==> src/include/psp_pkg.sv <==
// Shared constants and carrier types of the synthesizer control block
`default_nettype none
package psp_pkg;

  // ----------------------------------------------------------------
  // Widths
  // ----------------------------------------------------------------
  localparam int unsigned CNT_W = 20;
  localparam int unsigned EXT_W = 8;
  localparam int unsigned LOCK_CFG_W = 16;
  localparam int unsigned ADDR_W = 8;

  // ----------------------------------------------------------------
  // Register byte addresses
  // ----------------------------------------------------------------
  localparam logic [ADDR_W-1:0] ADDR_PRIMARY = 8'h00;
  localparam logic [ADDR_W-1:0] ADDR_SECONDARY = 8'h04;
  localparam logic [ADDR_W-1:0] ADDR_EXTRA = 8'h08;
  localparam logic [ADDR_W-1:0] ADDR_STATUS = 8'h0C;
  localparam logic [ADDR_W-1:0] ADDR_LOCK_CFG = 8'h10;

  // ----------------------------------------------------------------
  // Field positions and reset values
  // ----------------------------------------------------------------
  localparam int unsigned EXT_EFF_LSB = 8;
  localparam int unsigned STAT_LOCK = 0;
  localparam int unsigned STAT_PUMP_UP_N = 1;
  localparam int unsigned STAT_PUMP_DN_N = 2;
  localparam int unsigned STAT_DIRECT = 3;
  localparam int unsigned STAT_SERIAL = 4;
  localparam int unsigned DIR_M_ZERO_LSB = 7;
  localparam int unsigned DIR_R_ZERO_LSB = 4;
  localparam logic [LOCK_CFG_W-1:0] LOCK_CFG_RST = 16'h0010;
  localparam logic [CNT_W-1:0] CNT_RST = 20'h00000;
  localparam logic [EXT_W-1:0] EXT_RST = 8'h00;

  // ----------------------------------------------------------------
  // Types
  // ----------------------------------------------------------------
  typedef enum logic [1:0] {
    PSP_MODE_PARALLEL,
    PSP_MODE_SERIAL,
    PSP_MODE_DIRECT
  } psp_mode_t;

  typedef struct packed {
    logic [8:0] m;
    logic [5:0] r;
    logic pre_en_n;
    logic [3:0] a;
  } psp_counter_t;

  typedef struct packed {
    logic sclk;
    logic sdi;
    logic enh_wr;
    logic ser_wr;
    logic hop_wr;
    logic dir_sel;
    logic ser_sel;
    logic pp_sel;
    logic enh_en_n;
    logic main_div;
    logic ref_div;
  } psp_pins_t;

  // Address decode used by the error path only
  function automatic logic psp_mapped(input logic [ADDR_W-1:0] addr);
    psp_mapped = (addr == ADDR_PRIMARY) || (addr == ADDR_SECONDARY) ||
                 (addr == ADDR_EXTRA) || (addr == ADDR_STATUS) ||
                 (addr == ADDR_LOCK_CFG);
  endfunction

endpackage
`default_nettype wire

==> src/hdl/psp_top.sv <==
// Serial programming, counter selection and phase detector of the synthesizer
`timescale 1ns/1ps
`default_nettype none
// Notes on behaviour
// Ping-pong select: high primary, low secondary
// Enhance strobe high: shift eight bits, MSB first
// Extra bits buffered on enhance strobe fall
// Buffered extra bits act only while enable low
// Direct select high forces direct pin mode
// Direct mode takes counter bits from pins
// Direct mode zeroes M8, M7
// Write strobe rise copies primary to secondary
// Extra control bits are active high
// Detector acts on divider rising edges only
// Main leads: pump down; ref leads: pump up
// Pump pulse width follows phase offset
// Lock node NAND, indicator AND of pumps once quiet for lock_cfg cycles
// Serial mode: direct low, serial select high
// Both strobes low: shift twenty bits, MSB first
// Hop strobe rise copies primary to secondary
// Aligned edges leave both pumps high
module psp_top (
  input wire logic pclk, // Clock, 250 MHz
  input wire logic presetn, // Async reset, active low
  input wire logic psel, // APB select
  input wire logic penable, // APB enable
  input wire logic pwrite, // APB direction
  input wire logic [psp_pkg::ADDR_W-1:0] paddr, // APB byte address
  input wire logic [31:0] pwdata, // APB write data
  input wire logic [3:0] pstrb, // APB byte enables
  output logic [31:0] prdata, // APB read data
  output logic pready, // APB ready
  output logic pslverr, // APB error on unmapped address
  input wire logic serial_clock, // Host serial clock
  input wire logic serial_data_in, // Host serial data
  input wire logic enh_write_strobe, // Extra control load strobe
  input wire logic serial_write_strobe, // Counter word write strobe
  input wire logic hop_transfer_strobe, // Primary to secondary copy
  input wire logic direct_mode_select, // Direct pin mode select
  input wire logic serial_mode_select, // Serial mode select
  input wire logic pingpong_select_serial, // Primary or secondary select
  input wire logic extra_ctrl_enable_n, // Extra control enable, low
  input wire psp_pkg::psp_counter_t direct_counter_pins, // Direct mode pins
  input wire logic main_divider_out, // Divided main signal
  input wire logic ref_divider_out, // Divided reference signal
  output psp_pkg::psp_counter_t counter_word, // Word to the counters
  output logic [psp_pkg::EXT_W-1:0] extra_ctrl_out, // Active extra bits
  output logic pump_up_n, // Pump up pulse, low
  output logic pump_down_n, // Pump down pulse, low
  output logic lock_filter_node, // NAND of pump outputs
  output logic lock_indicator // Filtered lock, high
);

  localparam int unsigned CW = psp_pkg::CNT_W;
  localparam int unsigned EW = psp_pkg::EXT_W;
  localparam int unsigned LW = psp_pkg::LOCK_CFG_W;

  // ----------------------------------------------------------------
  // Pin synchronisers and edges
  // ----------------------------------------------------------------
  psp_pkg::psp_pins_t pin_raw, pin, pin_prev;
  logic [CW-1:0] direct_sync;

  assign pin_raw = '{sclk: serial_clock, sdi: serial_data_in, enh_wr: enh_write_strobe,
                     ser_wr: serial_write_strobe, hop_wr: hop_transfer_strobe,
                     dir_sel: direct_mode_select, ser_sel: serial_mode_select,
                     pp_sel: pingpong_select_serial, enh_en_n: extra_ctrl_enable_n,
                     main_div: main_divider_out, ref_div: ref_divider_out};

  psp_sync #(.W($bits(psp_pkg::psp_pins_t))) u_sync_pins (
    .pclk(pclk),
    .presetn(presetn),
    .din(pin_raw),
    .dout(pin)
  );

  psp_sync #(.W(CW)) u_sync_direct (
    .pclk(pclk),
    .presetn(presetn),
    .din(direct_counter_pins),
    .dout(direct_sync)
  );

  always_ff @(posedge pclk or negedge presetn) begin
    if (!presetn) begin
      pin_prev <= '0;
    end else begin
      pin_prev <= pin;
    end
  end

  logic sclk_rise, enh_fall, ser_wr_rise, hop_rise, main_rise, ref_rise;
  assign sclk_rise = pin.sclk && !pin_prev.sclk;
  assign enh_fall = !pin.enh_wr && pin_prev.enh_wr;
  assign ser_wr_rise = pin.ser_wr && !pin_prev.ser_wr;
  assign hop_rise = pin.hop_wr && !pin_prev.hop_wr;
  assign main_rise = pin.main_div && !pin_prev.main_div;
  assign ref_rise = pin.ref_div && !pin_prev.ref_div;

  // ----------------------------------------------------------------
  // Mode decode
  // ----------------------------------------------------------------
  psp_pkg::psp_mode_t mode;
  always_comb begin
    if (pin.dir_sel) begin
      mode = psp_pkg::PSP_MODE_DIRECT;
    end else if (pin.ser_sel) begin
      mode = psp_pkg::PSP_MODE_SERIAL;
    end else begin
      mode = psp_pkg::PSP_MODE_PARALLEL;
    end
  end

  // ----------------------------------------------------------------
  // Serial shift and transfer registers
  // ----------------------------------------------------------------
  psp_pkg::psp_counter_t primary, secondary;
  logic [EW-1:0] extra_shift, extra_buf;
  logic serial_shift;
  assign serial_shift = (mode == psp_pkg::PSP_MODE_SERIAL) && sclk_rise && !pin.ser_wr;

  always_ff @(posedge pclk or negedge presetn) begin
    if (!presetn) begin
      primary <= psp_pkg::CNT_RST;
    end else if (serial_shift && !pin.enh_wr) begin
      primary <= {primary[CW-2:0], pin.sdi};
    end
  end

  always_ff @(posedge pclk or negedge presetn) begin
    if (!presetn) begin
      secondary <= psp_pkg::CNT_RST;
    end else if ((mode == psp_pkg::PSP_MODE_SERIAL) &&
                 ((ser_wr_rise && !pin.enh_wr) || hop_rise)) begin
      secondary <= primary;
    end
  end

  always_ff @(posedge pclk or negedge presetn) begin
    if (!presetn) begin
      extra_shift <= psp_pkg::EXT_RST;
    end else if (serial_shift && pin.enh_wr) begin
      extra_shift <= {extra_shift[EW-2:0], pin.sdi};
    end
  end

  always_ff @(posedge pclk or negedge presetn) begin
    if (!presetn) begin
      extra_buf <= psp_pkg::EXT_RST;
    end else if (enh_fall && (mode == psp_pkg::PSP_MODE_SERIAL)) begin
      extra_buf <= extra_shift;
    end
  end

  // ----------------------------------------------------------------
  // Outputs to counters and control bits
  // ----------------------------------------------------------------
  psp_pkg::psp_counter_t next_counter;
  always_comb begin
    if (mode == psp_pkg::PSP_MODE_DIRECT) begin
      next_counter = direct_sync;
      next_counter.m[psp_pkg::DIR_M_ZERO_LSB +: 2] = 2'h0;
      next_counter.r[psp_pkg::DIR_R_ZERO_LSB +: 2] = 2'h0;
    end else if (pin.pp_sel) begin
      next_counter = primary;
    end else begin
      next_counter = secondary;
    end
  end

  always_ff @(posedge pclk or negedge presetn) begin
    if (!presetn) begin
      counter_word <= psp_pkg::CNT_RST;
      extra_ctrl_out <= psp_pkg::EXT_RST;
    end else begin
      counter_word <= next_counter;
      extra_ctrl_out <= pin.enh_en_n ? psp_pkg::EXT_RST : extra_buf;
    end
  end

  // ----------------------------------------------------------------
  // Phase frequency detector and lock filter
  // ----------------------------------------------------------------
  logic pfd_up, pfd_dn, next_up, next_dn;
  logic [LW-1:0] lock_cfg, lock_cnt;

  always_comb begin
    next_up = pfd_up || ref_rise;
    next_dn = pfd_dn || main_rise;
    if (next_up && next_dn) begin
      next_up = 1'b0;
      next_dn = 1'b0;
    end
  end

  always_ff @(posedge pclk or negedge presetn) begin
    if (!presetn) begin
      pfd_up <= 1'b0;
      pfd_dn <= 1'b0;
      pump_up_n <= 1'b1;
      pump_down_n <= 1'b1;
      lock_filter_node <= 1'b0;
    end else begin
      pfd_up <= next_up;
      pfd_dn <= next_dn;
      pump_up_n <= !next_up;
      pump_down_n <= !next_dn;
      lock_filter_node <= next_up || next_dn;
    end
  end

  always_ff @(posedge pclk or negedge presetn) begin
    if (!presetn) begin
      lock_cnt <= '0;
      lock_indicator <= 1'b0;
    end else begin
      if (next_up || next_dn) begin
        lock_cnt <= '0;
      end else if (lock_cnt != '1) begin
        lock_cnt <= lock_cnt + 1'b1;
      end
      lock_indicator <= !(next_up || next_dn) && (lock_cnt >= lock_cfg);
    end
  end

  // ----------------------------------------------------------------
  // APB slave
  // ----------------------------------------------------------------
  logic wr_en;
  logic [31:0] rd_word;
  assign pready = 1'b1;
  assign pslverr = psel && penable && !psp_pkg::psp_mapped(paddr);
  assign wr_en = psel && penable && pwrite && (paddr == psp_pkg::ADDR_LOCK_CFG);

  always_ff @(posedge pclk or negedge presetn) begin
    if (!presetn) begin
      lock_cfg <= psp_pkg::LOCK_CFG_RST;
    end else if (wr_en) begin
      if (pstrb[0]) begin
        lock_cfg[7:0] <= pwdata[7:0];
      end
      if (pstrb[1]) begin
        lock_cfg[15:8] <= pwdata[15:8];
      end
    end
  end

  always_comb begin
    rd_word = '0;
    unique case (paddr)
      psp_pkg::ADDR_PRIMARY: rd_word[CW-1:0] = primary;
      psp_pkg::ADDR_SECONDARY: rd_word[CW-1:0] = secondary;
      psp_pkg::ADDR_EXTRA: begin
        rd_word[EW-1:0] = extra_buf;
        rd_word[psp_pkg::EXT_EFF_LSB +: EW] = extra_ctrl_out;
      end
      psp_pkg::ADDR_STATUS: begin
        rd_word[psp_pkg::STAT_LOCK] = lock_indicator;
        rd_word[psp_pkg::STAT_PUMP_UP_N] = pump_up_n;
        rd_word[psp_pkg::STAT_PUMP_DN_N] = pump_down_n;
        rd_word[psp_pkg::STAT_DIRECT] = (mode == psp_pkg::PSP_MODE_DIRECT);
        rd_word[psp_pkg::STAT_SERIAL] = (mode == psp_pkg::PSP_MODE_SERIAL);
      end
      psp_pkg::ADDR_LOCK_CFG: rd_word[LW-1:0] = lock_cfg;
      default: rd_word = '0;
    endcase
  end

  // Read data captured in the setup cycle
  always_ff @(posedge pclk or negedge presetn) begin
    if (!presetn) begin
      prdata <= '0;
    end else if (psel && !penable && !pwrite) begin
      prdata <= rd_word;
    end
  end

  // ----------------------------------------------------------------
  // Assertions
  // ----------------------------------------------------------------
  property p_pingpong;
    @(posedge pclk) disable iff (!presetn)
    (!pin.dir_sel && pin.pp_sel) |=> (counter_word == $past(primary));
  endproperty
  a_pingpong: assert property (p_pingpong) else $error("primary not selected");
  property p_extra_shift;
    @(posedge pclk) disable iff (!presetn)
    (serial_shift && pin.enh_wr) |=> (extra_shift == {$past(extra_shift[EW-2:0]), $past(pin.sdi)});
  endproperty
  a_extra_shift: assert property (p_extra_shift) else $error("extra shift wrong");
  property p_extra_hold;
    @(posedge pclk) disable iff (!presetn)
    !enh_fall |=> $stable(extra_buf);
  endproperty
  a_extra_hold: assert property (p_extra_hold) else $error("extra buffer moved");
  property p_extra_gate;
    @(posedge pclk) disable iff (!presetn)
    pin.enh_en_n |=> (extra_ctrl_out == psp_pkg::EXT_RST);
  endproperty
  a_extra_gate: assert property (p_extra_gate) else $error("extra bits not gated");
  property p_direct_zero;
    @(posedge pclk) disable iff (!presetn)
    pin.dir_sel |=> (counter_word.m[8:7] == 2'h0) && (counter_word.r[5:4] == 2'h0);
  endproperty
  a_direct_zero: assert property (p_direct_zero) else $error("direct bits not forced");

  property p_sec_copy;
    @(posedge pclk) disable iff (!presetn)
    ((mode == psp_pkg::PSP_MODE_SERIAL) && ser_wr_rise && !pin.enh_wr)
      |=> (secondary == $past(primary));
  endproperty
  a_sec_copy: assert property (p_sec_copy) else $error("secondary not loaded");

  property p_pump_dir;
    @(posedge pclk) disable iff (!presetn)
    (main_rise && !ref_rise && !pfd_up && !pfd_dn) |=> (!pump_down_n && pump_up_n);
  endproperty
  a_pump_dir: assert property (p_pump_dir) else $error("pump down missing");

  property p_pump_hold;
    @(posedge pclk) disable iff (!presetn)
    (!pump_up_n && !main_rise) |=> !pump_up_n;
  endproperty
  a_pump_hold: assert property (p_pump_hold) else $error("pump up ended early");

  property p_lock_and;
    @(posedge pclk) disable iff (!presetn)
    lock_indicator |-> (pump_up_n && pump_down_n && !lock_filter_node);
  endproperty
  a_lock_and: assert property (p_lock_and) else $error("lock while pumping");

  property p_aligned;
    @(posedge pclk) disable iff (!presetn)
    (main_rise && ref_rise && !pfd_up && !pfd_dn) |=> (pump_up_n && pump_down_n);
  endproperty
  a_aligned: assert property (p_aligned) else $error("pulse on aligned edges");

endmodule // psp_top
`default_nettype wire

==> src/hdl/psp_sync.sv <==
// Two-flop synchroniser for pins from outside the pclk domain
`timescale 1ns/1ps
`default_nettype none
module psp_sync #(
  parameter int unsigned W = 1
) (
  input wire logic pclk, // Clock
  input wire logic presetn, // Async reset, active low
  input wire logic [W-1:0] din, // Asynchronous pins
  output logic [W-1:0] dout // Synchronised pins
);

  logic [W-1:0] meta;

  always_ff @(posedge pclk or negedge presetn) begin
    if (!presetn) begin
      meta <= '0;
      dout <= '0;
    end else begin
      meta <= din;
      dout <= meta;
    end
  end

endmodule // psp_sync
`default_nettype wire

==> config.mk <==
export PLATFORM = sky130hd
export DESIGN_NAME = psp_top
export DESIGN_NICKNAME = d
export VERILOG_FILES = /design/src/include/psp_pkg.sv /design/src/hdl/psp_top.sv /design/src/hdl/psp_sync.sv
export SDC_FILE = /design/constraint.sdc
export NUM_CORES = 1
export LEC_CHECK = 0
export BUFFER_PORTS_ARGS = -buffer_cell sky130_fd_sc_hd__buf_4
export CORE_MARGIN = 5
export CORE_UTILIZATION = 56
export DETAILED_ROUTE_END_ITERATION = 6
export GPL_ROUTABILITY_DRIVEN = 1
export HOLD_SLACK_MARGIN = 0.08
export PLACE_DENSITY = 0.82
export SYNTH_ARGS = -nofsm -noshare
export SYNTH_HDL_FRONTEND = slang
export SYNTH_SLANG_ARGS = --single-unit
==> constraint.sdc <==
create_clock -name pclk -period 2 [get_ports pclk]
set_input_delay 0.2 -clock pclk [delete_from_list [all_inputs] [get_ports pclk]]
set_output_delay 0.2 -clock pclk [all_outputs]
set_load 0.1 [all_outputs]
==> run summary <==
The async set-reset flop share out of synthesis came out at 100%. After routing, the total negative slack on setup checks comes to 0 ns. Number of global-route vias before repair: 5973. The completed layout was analyzed and its total power is 0.00960 W. The clock reaches the later pin of the worst-skew pair after 0.50 ns. From synthesis to final layout, the design area changed by 27.4%. The detail route stage leaves a number of antenna-violating nets equal to 0. The final net count is 927, and the initial antenna violation count is 0. The length in cells of the worst reg-to-reg path was 6; the count of final hold-check violations was 0. CTS placed an instance of sky130_fd_sc_hd__clkbuf_16 at the clock tree root. The die covers 17300 um2. The path class of the tightest hold or removal check is in -> reg.

STA classifies the critical path startpoint as a register. The power density relative to cell area was 911 nW/um2; the smallest hold slack was 0.226 ns. Share of Yosys cell area claimed by the top area cell type: 60.2%. The floorplan step set the die height to 132 um. The clock sink count was 202; the fraction of the cycle the final worst path needs was 94.5%. Counting flops with a built-in enable in the synthesized netlist gives 0. The clock slew seen by the registers of the worst setup and hold paths came out at 0.07 ns. The most common cell in the synthesized netlist was sky130_fd_sc_hd__dfrtp_1. The via count normalized by instance count was 5.61; the initial core utilization was 56.9%. The netlist uses 53 different library cells. Prior to clock tree synthesis, the placed netlist has a worst setup slack of 0.0775 ns. Yosys printed 0 warnings. The first global-routing pass estimated 30.9 mm of wire. In this run the core area contains 44 standard-cell rows.

In this run the static leakage power is 5.18 nW. In the routed design, unresolved DRC markers number 0. Sequential cells account for 45.6% of the total power.

Per report_power, the combinational group accounts for 12.9% of the total. The clock tree skew after final layout was 0.0265 ns; the final number of max-transition violations was 0. The congestion estimate from routability-driven global placement came to 0.854. Following the worst setup path forward leads to its endpoint at lock_cnt[3]. At the worst endpoint, the required time is 2.35 ns. Detailed placement finished with a half-perimeter wire length of 13.0 mm. In this run the power spent charging and discharging nets is 0.00252 W. The endpoint identified for the worst register-to-register timing path is lock_cnt[3]. VDD sags by at most 0.801 mV. Cell internal power was estimated by the tool at 0.00709 W. The sequential area share after synthesis is 61.1%. The clock network accounts for 41.5% of the total power.

The per-instance average area after synthesis is 12.6 um2, and the count of max-cap constraint violations is 0. During placement, the flow inserted port buffers numbering 110. The number of iterations in the first detailed-routing pass was 5; the fraction of final layout cells with drive strength greater than 1 was 30.5%. The routed wire length is 18.9 mm. The run gives 21.7% as the total global-route track usage.

In this run the cell area of the synthesized design comes to 8280 um2. The horizontal extent of the die works out to 132 um. The switching part of the total was 26.2%. Headroom to the max-slew limit came out at 18.2%. The flop-to-flop setup slack is 0.11 ns. The biggest area contributor in the post-synthesis netlist is sky130_fd_sc_hd__dfrtp_1. Subtracting the final worst setup slack from the clock period gives 1.89 ns.

I/O pin count: 146. The run finished with clean final reports. For the pin with the worst max-slew slack, the measured transition is 1.22 ns. The critical path capture point type was a register. In this run the worst path has a maximum fanout of 7. Setup repair after global routing left no endpoint under its margin. Data on the critical path arrives at its endpoint at 2.24 ns. TritonCTS built the clock tree.

The number of cells traversed by the worst hold path was 3; the post-layout worst setup margin was 0.110 ns. The tools report the number of failing setup endpoints in the final timing report as 0. The critical path launch point was lock_cnt[1]. By count the netlist is led by sky130_fd_sc_hd__dfrtp_1 (199), sky130_fd_sc_hd__mux2_2 (72), sky130_fd_sc_hd__mux2i_1 (41), sky130_fd_sc_hd__o21ai_0 (41), sky130_fd_sc_hd__nand2_1 (40). The logs give 14500 um2 for the standard cell core area and 75 for the maximum number of pins on one net before global-route repair.

The most used flip-flop cell after synthesis is sky130_fd_sc_hd__dfrtp_1. By startpoint and endpoint, the worst setup path is classified as reg -> reg. The tools report the worst flop-to-flop path startpoint as lock_cnt[1].

Synthesis produced 657 cells. The number of H-tree branching levels is 1, and the number of register bits inferred by synthesis is 202. Dividing the detail-routed wire length by the instance count gives 18.4 um. DRC violation total after the first TritonRoute iteration: 377.

The total number of vias is 5764, and the maximum clock rate is 0.529 GHz. Post-CTS timing repair inserted 0 buffers for setup. The number of diodes was 0. Global routing finished with a remaining overflow of 0. The number of buffers on the longest clock path is 3.

Sorting the synthesized cells by area gives the leading types as sky130_fd_sc_hd__dfrtp_1 (60%), sky130_fd_sc_hd__mux2_2 (9.8%), sky130_fd_sc_hd__mux2i_1 (5.0%), sky130_fd_sc_hd__ha_1 (2.9%), sky130_fd_sc_hd__o21ai_0 (2.5%). Clock tree synthesis inserted a total of 21 buffers.
==> cell usage in the layout, fill, tap and decap left out, types with 3 or more instances in the layout <==
cell type | netlist | layout
sky130_fd_sc_hd__a211oi_1 | 4 | 4
sky130_fd_sc_hd__a21o_1 | 3 | 3
sky130_fd_sc_hd__a21oi_1 | 35 | 35
sky130_fd_sc_hd__a22o_1 | 16 | 16
sky130_fd_sc_hd__a22oi_1 | 4 | 4
sky130_fd_sc_hd__buf_4 | 14 | 131
sky130_fd_sc_hd__clkbuf_16 | 0 | 21
sky130_fd_sc_hd__clkbuf_8 | 0 | 8
sky130_fd_sc_hd__clkinv_2 | 0 | 4
sky130_fd_sc_hd__conb_1 | 2 | 13
sky130_fd_sc_hd__dfrtp_1 | 199 | 199
sky130_fd_sc_hd__dfstp_2 | 3 | 3
sky130_fd_sc_hd__dlygate4sd3_1 | 0 | 44
sky130_fd_sc_hd__ha_1 | 19 | 19
sky130_fd_sc_hd__inv_1 | 28 | 28
sky130_fd_sc_hd__mux2_2 | 72 | 72
sky130_fd_sc_hd__mux2i_1 | 41 | 41
sky130_fd_sc_hd__nand2_1 | 40 | 40
sky130_fd_sc_hd__nand3_1 | 6 | 6
sky130_fd_sc_hd__nand4_1 | 4 | 4
sky130_fd_sc_hd__nor2_1 | 38 | 38
sky130_fd_sc_hd__nor2b_1 | 11 | 11
sky130_fd_sc_hd__nor3_1 | 4 | 4
sky130_fd_sc_hd__nor4_1 | 4 | 4
sky130_fd_sc_hd__o21ai_0 | 41 | 40
sky130_fd_sc_hd__o22ai_1 | 5 | 5
sky130_fd_sc_hd__xnor2_1 | 3 | 3
==> worst min path at each step <==
stage,startpoint,end,slack (ns)
floorplan,presetn,counter_word[0],-0.1
global placement,presetn,u_sync_direct.meta[16],0.20
detailed placement,presetn,u_sync_direct.meta[16],0.20
CTS,paddr[2],prdata[1],0.20
global route,paddr[2],prdata[1],0.22
finish,paddr[2],prdata[1],0.23
==> power groups by stage <==
stage | Sequential (W) | Combinational, W | Clock [W]
2_1_floorplan | 0.00477 | 0.000465 | 0
3_3_place_gp | 0.00444 | 0.00115 | 0
3_5_place_dp | 0.00445 | 0.00117 | 0
4_1_cts | 0.00438 | 0.00125 | 0.00406
5_1_grt | 0.00440 | 0.00133 | 0.00422
6_report | 0.00438 | 0.00124 | 0.00398
==> logic make-up after synthesis <==
| group | synth area share (%) |
|---|---|
| simple gates | 7.39 |
| mux | 14.8 |
| flops | 61.1 |
| compound gates | 9.13 |
| xor+xnor | 0.529 |
| other cells | 0.0907 |
| buf+inv | 3.99 |
| fa+ha+maj | 2.99 |
==> worst max-delay path: stages, from the launching register on <==
cell and delay, ns:
sky130_fd_sc_hd__dfrtp_1 0.39, sky130_fd_sc_hd__ha_1 0.22, sky130_fd_sc_hd__nand3_2 0.13, sky130_fd_sc_hd__or4_4 0.58, sky130_fd_sc_hd__o21ai_4 0.22, sky130_fd_sc_hd__xor2_1 0.17
sky130_fd_sc_hd__nor2_1 0.05
==> registers in the layout (all words and copies together) (netlist names), 11 cells and up <==
signal              count
counter_word           20
prdata                 20
primary                20
secondary              20
lock_cfg               16
lock_cnt               16
u_sync_direct.dout     16
u_sync_direct.meta     16
u_sync_pins.dout       11
u_sync_pins.meta       11
==> cell type report <==
type / count / area (um2)
clock buffer: 29 / 626
timing repair buffer: 178 / 1480
inverter: 28 / 105
multi-input combinational: 397 / 2940
clock inverter: 9 / 104
sequential: 202 / 5060
tap: 184 / 230
fill: 964 / 3990
==> per-stage QoR <==
step / instance area [um2] / cells / util (%)
after global routing: 10500 / 1027 / 72.6
after global placement: 9380 / 945 / 64.5
after floorplan: 8330 / 668 / -
after CTS: 10500 / 1027 / 72.6
final: 10500 / 1027 / 72.6
after detailed placement: 9380 / 945 / 64.5
==> layer usage <==
layer	part of all wire [%]	global-route usage, %	vias to the layer above
met5	0	0	-
met4	3.0	7.26	0
met3	6.5	4.43	46
met2	50	36.4	214
met1	41	28.4	2875
li1	-	-	2629
==> what timing repair did <==
action | 4_1_cts | 5_1_grt
hold endpoints to repair | 96 | 0
endpoints found under the setup margin | 0 | 2
gates resized for setup | 0 | 0
hold buffers | 44 | 0
Power figures use the tool's default switching activity.
